==> src/design/cci_pkg.sv <==
// Package with constants and types shared by the counter interrupt unit.
package cci_pkg;

    localparam int unsigned CLK_HZ     = 25_000_000;
    localparam int unsigned CYC_PER_MS = CLK_HZ / 1000;

    // Measuring intervals in milliseconds and their cycle counts.
    localparam int unsigned MEAS_SHORT_MS = 10;
    localparam int unsigned MEAS_MID_MS   = 100;
    localparam int unsigned MEAS_LONG_MS  = 1000;
    localparam int unsigned MEAS_SHORT_CYC = MEAS_SHORT_MS * CYC_PER_MS;
    localparam int unsigned MEAS_MID_CYC   = MEAS_MID_MS * CYC_PER_MS;
    localparam int unsigned MEAS_LONG_CYC  = MEAS_LONG_MS * CYC_PER_MS;

    // Pulses per interval times this factor give hertz.
    localparam logic [31:0] SCALE_SHORT = 32'h0000_0064;
    localparam logic [31:0] SCALE_MID   = 32'h0000_000A;
    localparam logic [31:0] SCALE_LONG  = 32'h0000_0001;

    // Longest allowed response time and the same limit in clock cycles.
    localparam int unsigned RESP_TIME_US = 1000;
    localparam int unsigned RESP_CYC     = RESP_TIME_US * (CLK_HZ / 1_000_000);

    localparam logic [3:0] OFS_CTRL     = 4'h0;
    localparam logic [3:0] OFS_SETPOINT = 4'h4;
    localparam logic [3:0] OFS_COUNT    = 4'h8;
    localparam logic [3:0] OFS_BITS     = 4'hC;

    localparam logic [31:0] CNT_MAX = 32'h7FFF_FFFF;
    localparam logic [31:0] CNT_MIN = 32'h8000_0000;

    typedef enum logic [2:0] {
        MODE_EXT_DIR = 3'b000,
        MODE_DUAL    = 3'b001,
        MODE_QUAD    = 3'b010,
        MODE_F_OVER  = 3'b011,
        MODE_F_UNDER = 3'b100
    } cci_mode_t;

    typedef enum logic [1:0] {
        IVL_SHORT = 2'b00,
        IVL_MID   = 2'b01,
        IVL_LONG  = 2'b10
    } cci_ivl_t;

    // Control register layout, msb first: bits 16..0.
    typedef struct packed {
        logic      enRelease;
        logic      enable;
        logic      countClear;
        logic [2:0] rsvd;
        cci_mode_t mode;
        cci_ivl_t  interval;
        logic [2:0] selA;
        logic [2:0] selB;
    } cci_ctrl_t;

    localparam cci_ctrl_t CTRL_RESET = '{1'b0, 1'b0, 1'b0, 3'h0, MODE_EXT_DIR,
                                         IVL_SHORT, 3'h0, 3'h4};

    typedef struct packed {
        logic [7:0] level;
        logic [7:0] rise;
        logic [7:0] fall;
    } cci_edges_t;

endpackage : cci_pkg

==> src/design/cci_edge_sync.sv <==
// Input synchroniser and edge detector for the eight device pulse inputs.
`timescale 1ns/1ps
module cci_edge_sync
    import cci_pkg::*;
(
    input  wire logic       core_clk,
    input  wire logic       srst,
    input  wire logic [7:0] devicePulseInputs,
    output cci_edges_t      edges
);
    logic [7:0] meta_ff;
    logic [7:0] sync_ff;
    logic [7:0] last_ff;

    // The first stage feeds only the second stage; edges compare stages two and three.
    genvar i;
    generate
        for (i = 0; i < 8; i++)
        begin : g_bit
            always_ff @(posedge core_clk)
            begin
                if (srst)
                begin
                    meta_ff[i] <= 1'b0;
                    sync_ff[i] <= 1'b0;
                    last_ff[i] <= 1'b0;
                end
                else
                begin
                    meta_ff[i] <= devicePulseInputs[i];
                    sync_ff[i] <= meta_ff[i];
                    last_ff[i] <= sync_ff[i];
                end
            end
            assign edges.level[i] = sync_ff[i];
            assign edges.rise[i]  = sync_ff[i] & ~last_ff[i];
            assign edges.fall[i]  = ~sync_ff[i] & last_ff[i];
        end
    endgenerate

endmodule : cci_edge_sync

==> src/design/cci_freq_meter.sv <==
// Gate-time frequency meter: counts pulses per interval and reports hertz.
`timescale 1ns/1ps
module cci_freq_meter
    import cci_pkg::*;
#(
    parameter int unsigned SHORT_CYC = MEAS_SHORT_CYC,
    parameter int unsigned MID_CYC   = MEAS_MID_CYC,
    parameter int unsigned LONG_CYC  = MEAS_LONG_CYC
)
(
    input  wire logic        core_clk,
    input  wire logic        srst,
    input  wire logic        run,
    input  wire logic        pulse,
    input  cci_ivl_t         interval,
    output logic             freqValid,
    output logic [31:0]      freqHz
);
    logic [31:0] gate_ff;
    logic [31:0] pulses_ff;
    logic [31:0] gateLen;
    logic [31:0] scale;
    logic        gateEnd;

    always_comb
    begin
        case (interval)
            IVL_SHORT:
            begin
                gateLen = 32'(SHORT_CYC);
                scale   = SCALE_SHORT;
            end
            IVL_MID:
            begin
                gateLen = 32'(MID_CYC);
                scale   = SCALE_MID;
            end
            default:
            begin
                gateLen = 32'(LONG_CYC);
                scale   = SCALE_LONG;
            end
        endcase
    end

    assign gateEnd = run && (gate_ff >= gateLen - 32'h0000_0001);

    always_ff @(posedge core_clk)
    begin
        if (srst || !run || gateEnd)
            gate_ff <= 32'h0000_0000;
        else
            gate_ff <= gate_ff + 32'h0000_0001;
    end

    always_ff @(posedge core_clk)
    begin
        if (srst || !run || gateEnd)
            pulses_ff <= 32'h0000_0000;
        else if (pulse && pulses_ff != 32'hFFFF_FFFF)
            pulses_ff <= pulses_ff + 32'h0000_0001;
    end

    // A pulse landing on the closing cycle belongs to the closed interval.
    always_ff @(posedge core_clk)
    begin
        if (srst)
        begin
            freqValid <= 1'b0;
            freqHz    <= 32'h0000_0000;
        end
        else
        begin
            freqValid <= gateEnd;
            if (gateEnd)
                freqHz <= 32'((pulses_ff + 32'(pulse)) * scale);
        end
    end

endmodule : cci_freq_meter

==> src/design/cci_counter_unit.sv <==
// Counter and frequency triggered interrupt unit with an AHB-Lite register slave.
//
// Summary of operation
// - Block runs only while enable is 1 when the enable-release option is on.
// - Count clear at 1 forces the counter to zero.
// - Four main-program bits are copied out for the interrupt routine.
// - Direction mode: pulse steps count, direction 0 counts up, 1 down, up to 5kHz.
// - Dual mode: first input pulses count up, second input pulses count down.
// - Quadrature mode takes channels A and B and finds direction from phase.
// - Quadrature: each full A and B period changes the count by two.
// - Over-frequency mode triggers when measured frequency exceeds the setpoint.
// - Under-frequency mode triggers when measured frequency falls below the setpoint.
// - Measuring intervals of 0.01 s, 0.1 s and 1.0 s are selectable.
// - Four result bits set by the routine are readable by the main program.
// - Counting modes request an interrupt when the count reaches the setpoint.
// - Trigger to output response stays below one millisecond.
// - Triggers are ignored while this unit's routine is running.
// - With the option off, the block is always enabled and ignores enable.
`timescale 1ns/1ps
module cci_counter_unit
    import cci_pkg::*;
#(
    parameter int unsigned SHORT_CYC = MEAS_SHORT_CYC,
    parameter int unsigned MID_CYC   = MEAS_MID_CYC,
    parameter int unsigned LONG_CYC  = MEAS_LONG_CYC
)
(
    input  wire logic        core_clk,
    input  wire logic        srst,
    input  wire logic        hsel,
    input  wire logic [31:0] haddr,
    input  wire logic [1:0]  htrans,
    input  wire logic        hwrite,
    input  wire logic [2:0]  hsize,
    input  wire logic [31:0] hwdata,
    input  wire logic        hready,
    output logic [31:0]      hrdata,
    output logic             hreadyout,
    output logic             hresp,
    input  wire logic [7:0]  devicePulseInputs,
    input  wire logic        routineBusy,
    input  wire logic [3:0]  routineResultBits,
    output logic [3:0]       routineMainBits,
    output logic [3:0]       resultBitsOut,
    output logic [31:0]      countOutput,
    output logic             irqReq
);
    cci_ctrl_t   ctrl_ff;
    logic [31:0] setpoint_ff;
    logic [31:0] count_ff;
    logic [31:0] nxt_count;
    logic [3:0]  mainBits_ff;
    logic [3:0]  result_ff;
    logic        pend_ff;
    logic        wrPend_ff;
    logic [3:0]  addr_ff;
    logic        rdPend_ff;
    cci_edges_t  edges;
    logic        freqValid;
    logic [31:0] freqHz;
    logic        active;
    logic        stepUp;
    logic        stepDn;
    logic        trig;
    logic        accept;
    logic        freqMode;
    logic        bLvl;
    logic        aRise;
    logic        bRise;
    logic        aFall;

    cci_edge_sync u_sync (
        .core_clk          (core_clk),
        .srst              (srst),
        .devicePulseInputs (devicePulseInputs),
        .edges             (edges)
    );

    cci_freq_meter #(
        .SHORT_CYC (SHORT_CYC),
        .MID_CYC   (MID_CYC),
        .LONG_CYC  (LONG_CYC)
    ) u_meter (
        .core_clk  (core_clk),
        .srst      (srst),
        .run       (active && freqMode),
        .pulse     (aRise),
        .interval  (ctrl_ff.interval),
        .freqValid (freqValid),
        .freqHz    (freqHz)
    );

    // Bus slave: every transfer completes with no wait state and an OKAY answer.
    assign hreadyout = 1'b1;
    assign hresp     = 1'b0;

    always_ff @(posedge core_clk)
    begin
        if (srst)
        begin
            wrPend_ff <= 1'b0;
            rdPend_ff <= 1'b0;
            addr_ff   <= 4'h0;
        end
        else if (hready)
        begin
            wrPend_ff <= hsel && htrans[1] && hwrite;
            rdPend_ff <= hsel && htrans[1] && !hwrite;
            addr_ff   <= {haddr[3:2], 2'b00};
        end
    end

    always_ff @(posedge core_clk)
    begin
        if (srst)
        begin
            ctrl_ff     <= CTRL_RESET;
            setpoint_ff <= 32'h0000_0000;
            mainBits_ff <= 4'h0;
        end
        else if (wrPend_ff)
        begin
            case (addr_ff)
                OFS_CTRL:     ctrl_ff     <= cci_ctrl_t'(hwdata[16:0]);
                OFS_SETPOINT: setpoint_ff <= hwdata;
                OFS_BITS:     mainBits_ff <= hwdata[3:0];
                default:      ;
            endcase
        end
    end

    // Read data is a mux of flip-flops so a write is visible to the very next read.
    always_comb
    begin
        hrdata = 32'h0000_0000;
        if (rdPend_ff)
        begin
            case (addr_ff)
                OFS_CTRL:     hrdata = {15'h0000, ctrl_ff};
                OFS_SETPOINT: hrdata = setpoint_ff;
                OFS_COUNT:    hrdata = count_ff;
                OFS_BITS:     hrdata = {15'h0000, pend_ff, 4'h0, result_ff, 4'h0, mainBits_ff};
                default:      hrdata = 32'h0000_0000;
            endcase
        end
    end

    assign routineMainBits = mainBits_ff;
    assign resultBitsOut   = result_ff;
    assign countOutput     = count_ff;
    assign irqReq          = pend_ff;

    // The routine's outputs are latched only while it runs, then held for the main program.
    always_ff @(posedge core_clk)
    begin
        if (srst)
            result_ff <= 4'h0;
        else if (routineBusy)
            result_ff <= routineResultBits;
    end

    assign active = !ctrl_ff.enRelease || ctrl_ff.enable;
    assign bLvl   = edges.level[ctrl_ff.selB];
    assign aRise  = edges.rise[ctrl_ff.selA];
    assign aFall  = edges.fall[ctrl_ff.selA];
    assign bRise  = edges.rise[ctrl_ff.selB];
    assign freqMode = (ctrl_ff.mode == MODE_F_OVER) || (ctrl_ff.mode == MODE_F_UNDER);

    always_comb
    begin
        stepUp = 1'b0;
        stepDn = 1'b0;
        case (ctrl_ff.mode)
            MODE_EXT_DIR:
            begin
                stepUp = aRise && !bLvl;
                stepDn = aRise && bLvl;
            end
            MODE_DUAL:
            begin
                stepUp = aRise && !bRise;
                stepDn = bRise && !aRise;
            end
            MODE_QUAD:
            begin
                // Both A edges count, so a full period moves the count by two.
                stepUp = (aRise && !bLvl) || (aFall && bLvl);
                stepDn = (aRise && bLvl) || (aFall && !bLvl);
            end
            default:
            begin
                stepUp = 1'b0;
                stepDn = 1'b0;
            end
        endcase
        if (!active)
        begin
            stepUp = 1'b0;
            stepDn = 1'b0;
        end
    end

    always_comb
    begin
        nxt_count = count_ff;
        if (ctrl_ff.countClear)
            nxt_count = 32'h0000_0000;
        else if (stepUp && count_ff != CNT_MAX)
            nxt_count = count_ff + 32'h0000_0001;
        else if (stepDn && count_ff != CNT_MIN)
            nxt_count = count_ff - 32'h0000_0001;
    end

    always_ff @(posedge core_clk)
    begin
        if (srst)
            count_ff <= 32'h0000_0000;
        else
            count_ff <= nxt_count;
    end

    always_comb
    begin
        case (ctrl_ff.mode)
            MODE_F_OVER:  trig = freqValid && ($signed(freqHz) > $signed(setpoint_ff));
            MODE_F_UNDER: trig = freqValid && ($signed(freqHz) < $signed(setpoint_ff));
            default:      trig = (stepUp || stepDn) && !ctrl_ff.countClear
                                 && (nxt_count == setpoint_ff);
        endcase
    end

    assign accept = active && trig && !routineBusy;

    // The request stands until the routine starts; a trigger in that same cycle is masked by routineBusy, so the clear wins.
    always_ff @(posedge core_clk)
    begin
        if (srst)
            pend_ff <= 1'b0;
        else if (accept)
            pend_ff <= 1'b1;
        else if (routineBusy)
            pend_ff <= 1'b0;
    end

    a_clear_zero: assert property (@(posedge core_clk) disable iff (srst)
        ctrl_ff.countClear |=> count_ff == 32'h0000_0000)
        else $error("count not zero after clear");

    a_disabled_hold: assert property (@(posedge core_clk) disable iff (srst)
        (ctrl_ff.enRelease && !ctrl_ff.enable && !ctrl_ff.countClear)
        |=> count_ff == $past(count_ff))
        else $error("count moved while disabled");

    a_dir_up_opt: assert property (@(posedge core_clk) disable iff (srst)
        (!ctrl_ff.enRelease && ctrl_ff.mode == MODE_EXT_DIR && aRise && !bLvl
         && !ctrl_ff.countClear && count_ff != CNT_MAX)
        |=> count_ff == $past(count_ff) + 32'h0000_0001)
        else $error("direction up step missing with option off");

    a_dual_down: assert property (@(posedge core_clk) disable iff (srst)
        (active && ctrl_ff.mode == MODE_DUAL && bRise && !aRise
         && !ctrl_ff.countClear && count_ff != CNT_MIN)
        |=> count_ff == $past(count_ff) - 32'h0000_0001)
        else $error("dual down step missing");

    a_quad_fall: assert property (@(posedge core_clk) disable iff (srst)
        (active && ctrl_ff.mode == MODE_QUAD && aFall && bLvl
         && !ctrl_ff.countClear && count_ff != CNT_MAX)
        |=> count_ff == $past(count_ff) + 32'h0000_0001)
        else $error("quadrature falling edge not counted");

    a_sat_top: assert property (@(posedge core_clk) disable iff (srst)
        (count_ff == CNT_MAX && !ctrl_ff.countClear) |=> !$rose(count_ff[31]))
        else $error("count wrapped past maximum");

    a_reach_irq: assert property (@(posedge core_clk) disable iff (srst)
        (active && !routineBusy && !freqMode && (stepUp || stepDn)
         && !ctrl_ff.countClear && nxt_count == setpoint_ff)
        |=> irqReq && count_ff == setpoint_ff)
        else $error("setpoint reached without request");

    a_freq_over: assert property (@(posedge core_clk) disable iff (srst)
        (active && !routineBusy && ctrl_ff.mode == MODE_F_OVER && freqValid
         && $signed(freqHz) > $signed(setpoint_ff)) |=> irqReq)
        else $error("over-frequency not requested");

    a_freq_under: assert property (@(posedge core_clk) disable iff (srst)
        (active && !routineBusy && ctrl_ff.mode == MODE_F_UNDER && freqValid
         && $signed(freqHz) < $signed(setpoint_ff)) |=> irqReq)
        else $error("under-frequency not requested");

    a_busy_ignore: assert property (@(posedge core_clk) disable iff (srst)
        routineBusy |=> !irqReq)
        else $error("request raised while routine busy");

    a_accept_resp: assert property (@(posedge core_clk) disable iff (srst)
        accept |=> irqReq)
        else $error("accepted trigger produced no request");

    a_ext_down: assert property (@(posedge core_clk) disable iff (srst)
        (active && ctrl_ff.mode == MODE_EXT_DIR && aRise && bLvl
         && !ctrl_ff.countClear && count_ff != CNT_MIN)
        |=> count_ff == $past(count_ff) - 32'h0000_0001)
        else $error("direction down step missing");

    a_bits_latch: assert property (@(posedge core_clk) disable iff (srst)
        routineBusy |=> resultBitsOut == $past(routineResultBits))
        else $error("routine bits not latched while busy");

endmodule : cci_counter_unit

==> config.mk <==
export PLATFORM = sky130hd
export DESIGN_NAME = cci_counter_unit
export DESIGN_NICKNAME = d
export VERILOG_FILES = /design/src/design/cci_pkg.sv /design/src/design/cci_edge_sync.sv /design/src/design/cci_freq_meter.sv /design/src/design/cci_counter_unit.sv
export SDC_FILE = /design/constraint.sdc
export NUM_CORES = 1
export LEC_CHECK = 0
export BUFFER_PORTS_ARGS = -buffer_cell sky130_fd_sc_hd__buf_2
export CAP_MARGIN = 10
export CELL_PAD_IN_SITES_DETAIL_PLACEMENT = 0
export CELL_PAD_IN_SITES_GLOBAL_PLACEMENT = 2
export CORE_UTILIZATION = 40
export DETAILED_ROUTE_END_ITERATION = 12
export GPL_TIMING_DRIVEN = 0
export PLACE_DENSITY = 0.95
export SYNTH_ARGS = -nofsm -noshare
export SYNTH_HDL_FRONTEND = slang
export SYNTH_HIERARCHICAL = 1
export SYNTH_SLANG_ARGS = --single-unit
==> constraint.sdc <==
create_clock -name core_clk -period 17.4 [get_ports core_clk]
set_input_delay 4.35 -clock core_clk [delete_from_list [all_inputs] [get_ports core_clk]]
set_output_delay 4.35 -clock core_clk [all_outputs]
set_load 0.01 [all_outputs]
# Yosys cells after proc, flatten, opt, wreduce, memory -nomap -nowiden
# Index checks and enable logic that the tools add are counted.
# op_classes
multipliers	1
reduce_logical	42
n_mux	22
magnitude_cmp	5
eq_ne	12
n_addsub	6
n_div	0
n_shift	0
n_bitwise	32
# op_table
operator	n
32-bit two-way mux	4
32-bit case mux with 4 select lines	1
32-bit by 1-bit adder with 32-bit output, second input constant	3
32-bit inequality test, second input constant	2
25-bit case mux with 2 select lines	1
32-bit by 1-bit adder with 32-bit output	1
32-bit == test	1
32-bit greater-or-equal comparator	1
32-bit greater-than comparator	1
32-bit less-than comparator	1
32-bit by 7-bit multiplier with 32-bit output	1
32-bit by 31-bit inequality test with 1-bit output, second input constant	1
32-bit by 1-bit subtractor with 32-bit output, second input constant	1
25-bit by 1-bit subtractor with 26-bit output, second input constant	1
1-bit logical AND	20
1-bit AND	16
1-bit NOT	16
7-bit case mux with 2 select lines	1
1-bit binary-select mux with 3-bit select	4
1-bit logical NOT	8
3-bit by 4-bit less-than comparator with 1-bit output, second input constant	2
1-bit two-way mux	8
1-bit logical OR	7
3-bit by 2-bit == test with 1-bit output, second input constant	2
other kinds (11)	16
# totals
latch_bits	0
rom_bits	0
register_bits	215
ramBits	0
wordCells	164
n_memories	0
out_inout_bits	75

# Depth between registers and ports, before layout
# logic_depth
depth_word	18
mapped_depth	29
depth_no_buf	27

# Modules after synthesis
# The synthesis kept the hierarchy.
# by_module_without_submodules
module	cells_per_inst	instances	seq_area_each_um2	area_per_inst_um2
cci_freq_meter	1241	1	1941.9	10173.5
cci_counter_unit	1140	1	1881.8	8354.3
cci_edge_sync	66	1	480.5	793.3

# Worst setup path after synthesis
# No wires, ideal clock.
# synth_timing
path_type	flip-flop to flip-flop
startpoint	reg ctrl_ff[3] in the netlist's numbering
endpoint	reg u_meter.freqHz[31]
setup_time_ps	88
arrival_time_ps	7079
t_required_ps	17312
synth_period_minus_slack_ps	7168
stages_incl_launch_ff	28
n_path_buf	2
path_slack_ps	10232
path_cell_list	dfxtp_1 > buf_2 > mux4_2 > mux2i_2 > inv_1 > ha_1 > ha_1 > and4_1 > clkbuf_1 > and3_1 > xnor2_1 > nor2_1 > ha_1 > xor2_1 > fa_1 > fa_1 > inv_1 > fa_1 > inv_1 > ha_1 > nand4_1 > a211oi_1 > a22o_1 > a311o_1 > a31oi_1 > o311ai_0 > a21o_1 > a311oi_2
# synth_between
elab_chain_len	4
# synth_lines
item	line	text
from (decl)	cci_counter_unit.sv:48	cci_ctrl_t ctrl_ff;
from (signal assigned)	cci_counter_unit.sv:124	OFS_CTRL: ctrl_ff <= cci_ctrl_t'(hwdata[16:0]);
1-bit binary-select mux with 3-bit select	cci_counter_unit.sv:164	assign aRise = edges.rise[ctrl_ff.selA];
1-bit two-way mux (implied by the code)	cci_counter_unit.sv:164	
net aRise	cci_counter_unit.sv:68	logic aRise;
32-bit by 1-bit adder with 32-bit output	cci_freq_meter.sv:76	freqHz <= 32'((pulses_ff + 32'(pulse)) * scale);
32-bit by 7-bit multiplier with 32-bit output	cci_freq_meter.sv:76	
to (signal assigned)	cci_freq_meter.sv:76	
to (decl)	cci_freq_meter.sv:17	output logic [31:0] freqHz
# The timed path passes the listed nets, and every way through them passes these cells. The select of a mux whose other input is x is not followed.
# A chain may end at the register's enable or synchronous reset.

# Final worst setup path
# layout_timing
startpoint	reg ctrl_ff[3] in the netlist's numbering
endpoint	reg u_meter.freqHz[30]
# Same word-level chain as after synthesis.

==> results.cfg <==
[detailed_routing]
drt_pass1_iterations = 6
drt_iter0_markers = 1538
wirelength_mm = 73.2
wl_per_cell_um = 22.6
drc = 0
num_vias = 18407
vias_per_cell = 5.68
antenna_left = 0

[finish]
synthToLayoutAreaGrowth_pct = 12.0
diodes = 0
final_util_pct = 45.4
fill_cells = 4869
layout.nets = 2911
design_area_um2 = 21600
drive_gt1_share_pct = 9.63

[sta]
fin_crit_ps = 8660
slew_headroom_pct = 15.4
grt_setup_unrepaired = false
setup-tns-final_ps = 0
hold_viol = 0
fin_crit_sh_pct = 49.8
worst_pin_slew_ps = 1240
setup_violations = 0
setup_ws_ps = 8740
final_max_slew_viol_count = 0
skew_ps = 36.3
fmax_mhz = 115

[setup_path]
arrival_ps = 9110
worstPathRequired_ps = 17840
crit_path_start = ctrl_ff[3]$_SDFFE_PP0P_
end_kind = flip-flop
critical_path_class = reg2reg
r2r-start = ctrl_ff[3]$_SDFFE_PP0P_
crit_path_max_fanout = 9
critPathLaunchType = flip-flop

[placement]
port_buffers = 124
dpl-instance-area_um2 = 20700
place.gp.congestion = 0.967
hpwl_mm = 59.2
dpl_worst_slack_ps = 8900

[floorplan]
die_y_um = 222
io_pins = 162
dieArea_um2 = 49200
initial_core_util_pct = 40.6
coreArea_um2 = 47600
dieWidth_um = 222
core.rowCount = 80

[yosys]
synth_top_family_by_area = simple AND/OR/NAND/NOR gates
synth-seq-cells = 215
yosysUniqueCellTypes = 89
synthFlopType = dfxtp_1
syn_inst = 2447
synth_edf_count = 0
syn_area_um2 = 19300
synthSimpleGateAreaFrac_pct = 26.0
synth.area.mux_share_pct = 4.68
avgSynthCellArea_um2 = 7.90
synth_warnings = 6
synth_compound_area_share_pct = 14.2
async_flop_share_pct = 0
synth-xor-area-share_pct = 7.75
synth_adder_area_share_pct = 17.7
synth_seq_area_share_pct = 22.3

[clocking]
clockRootBuffer = clkbuf_16
path_clk_slew_ps = 70
cts_tree = done
cts.sinks = 215
clockBufferDepth = 3
ctsHoldBuffers = 0
cts_buffers = 27
cts_setup_buffers = 0
clock_latency_ps = 570
ctsResizeCount = 0
cts.htree.levels = 1

[power]
power.leakage_nw = 9.15
power.total_mw = 1.21
power_density_nw_per_um2 = 55.9
vdd_drop_max_uv = 64.8

[hold_path]
hp-start = u_sync/meta_ff[5]$_SDFF_PP0_
hold_class = reg2reg

[global_route]
grt_max_degree = 14
grt_pass1_wl_mm = 110
grt-ovfl-total = 0
grt_pass1_vias = 18159
antenna_found_initial = 1
groute.usage.overall_pct = 29.2

[status]
status = finished clean

[job]
maxCapViolCount = 0
## worst paths after layout
| path | to | slack, ps | cells after the start |
|---|---|---|---|
| max | u_meter/freqHz[30]$_SDFFE_PP0P_ | 8740 | 26 |
| min | u_sync/edges[21]$_SDFF_PP0_ | 440 | 1 |
| max reg2reg | u_meter/freqHz[30]$_SDFFE_PP0P_ | 8740 | 26 |
| min reg2reg | u_sync/edges[21]$_SDFF_PP0_ | 440 | 1 |
## registers in the layout, summed over array words and instances, names as in the netlist
register / count
u_meter/freqValid: 1
u_sync/meta_ff: 8
resultBitsOut: 4
rdPend_ff: 1
u_meter/pulses_ff: 32
setpoint_ff: 32
u_meter/freqHz: 32
irqReq: 1
routineMainBits: 4
u_meter/gate_ff: 32
countOutput: 32
u_sync/edges: 8
wrPend_ff: 1
u_sync/last_ff: 8
ctrl_ff: 17
addr_ff: 2
## cells by family (layout without fill, tap and decap cells)
family,count (synthesis),after routing
other,4,10
xor gates and xnor gates,171,171
adders and majority gates,216,216
AOI/OAI and AO/OA,412,412
and+or+nand+nor,996,996
buffers and inverters,361,536
DFF,215,215
muxes,72,72
## per-layer routing
layer  share of wire, %  global-route usage, %  vias to the layer above
met4                5.7                   14.6                        2
li1                   -                      -                     8745
met2                 48                   51.5                      580
met5              0.020                      0                        -
met3                5.1                   3.47                      150
met1                 41                   35.1                     8930
## cells in the final DEF (no fill, tap or decap), types with 14 or more instances in the layout
| cell | n |
|---|---|
| nor2b_1 | 58 |
| and2_1 | 37 |
| clkbuf_1 | 126 |
| xor2_1 | 75 |
| xnor2_1 | 96 |
| buf_2 | 140 |
| a31oi_1 | 23 |
| a22oi_1 | 20 |
| fa_1 | 96 |
| and3_1 | 36 |
| mux2i_1 | 54 |
| nor4_1 | 26 |
| nor2b_2 | 14 |
| dfxtp_1 | 215 |
| a211oi_1 | 27 |
| o21ai_0 | 62 |
| ha_1 | 120 |
| o211ai_1 | 15 |
| nand4_1 | 42 |
| nor2_1 | 239 |
| nand3_1 | 72 |
| and4_1 | 19 |
| nand2b_1 | 29 |
| a21o_1 | 23 |
| a21oi_1 | 122 |
| nand2_1 | 272 |
| nor3_1 | 49 |
| or4_1 | 21 |
| or3_1 | 27 |
| clkbuf_16 | 27 |
| mux4_2 | 14 |
| inv_1 | 205 |
## stage by stage
stage          hold WS [ps]  cells
2_1_floorplan           411   2453
3_3_place_gp            425   3192
3_5_place_dp            429   3193
4_1_cts                 445   3242
5_1_grt                 464   3243
6_report                439   3243
## area by class of cell
type / instances / area [µm²] / share of cell area (%)
multi-input cells: 1877 / 13600 / 62.9
flip-flops and latches: 215 / 4300 / 19.9
inverters: 206 / 773 / 3.57
well taps: 615 / 769 / 3.56
clock buffers: 36 / 759 / 3.51
plain buffers: 155 / 649 / 3.00
repair buffers: 126 / 636 / 2.94
clock inverters: 13 / 135 / 0.624
## worst max-delay path: stages, from the launching register on
cell       delay [ps]
dfxtp_1           300
buf_2             230
mux4_2            560
mux2i_2           370
inv_1             250
ha_1              290
ha_1              250
and4_1            210
clkbuf_1          230
and2_1            240
xnor2_1           570
nand2b_1          240
inv_1              80
fa_1              510
fa_1              440
fa_1              540
inv_1              50
fa_1              520
inv_1              40
ha_1              260
clkbuf_1          360
nand4_1           150
o31ai_1           620
a41oi_1           320
a2111oi_0         630
nand3_1           130
o311ai_0          130
## cells in the mapped netlist, types with 7 or more instances
cell type / number / area (µm²)
nor2b_2: 14 / 123
ha_1: 120 / 1500
and3_1: 36 / 225
o31ai_1: 9 / 67.6
a2111oi_0: 10 / 87.6
o211ai_1: 15 / 113
and4_1: 19 / 166
buf_2: 15 / 75.1
nor4_1: 26 / 163
o22ai_1: 9 / 56.3
dfxtp_1: 215 / 4300
a31oi_1: 23 / 144
o21ai_0: 62 / 310
clkbuf_1: 122 / 458
a41oi_1: 7 / 61.3
buf_1: 10 / 37.5
a22oi_1: 20 / 150
o21a_1: 8 / 60.1
or2_2: 12 / 75.1
nor3_1: 49 / 245
nor2b_1: 58 / 363
or4_1: 21 / 158
nand4_1: 42 / 263
xor2_1: 75 / 657
a21o_1: 23 / 173
and2_1: 37 / 231
fa_1: 96 / 1920
mux4_2: 14 / 315
inv_1: 205 / 769
nand3_1: 72 / 360
xnor2_1: 96 / 841
a221oi_1: 8 / 70.1
a21oi_1: 122 / 611
mux2i_1: 54 / 541
nor2_1: 239 / 897
or3_1: 27 / 169
nand2b_1: 29 / 181
nand2_1: 272 / 1020
a211oi_1: 27 / 203
## report_power, final
| part | leakage [nW] | switching [mW] | internal (mW) |
|---|---|---|---|
| Clock | 0.438 | 0.236 | 0.336 |
| Combinational | 6.98 | 0.0872 | 0.0437 |
| Sequential | 1.74 | 0.00665 | 0.499 |
Power figures use the tool's default switching activity.
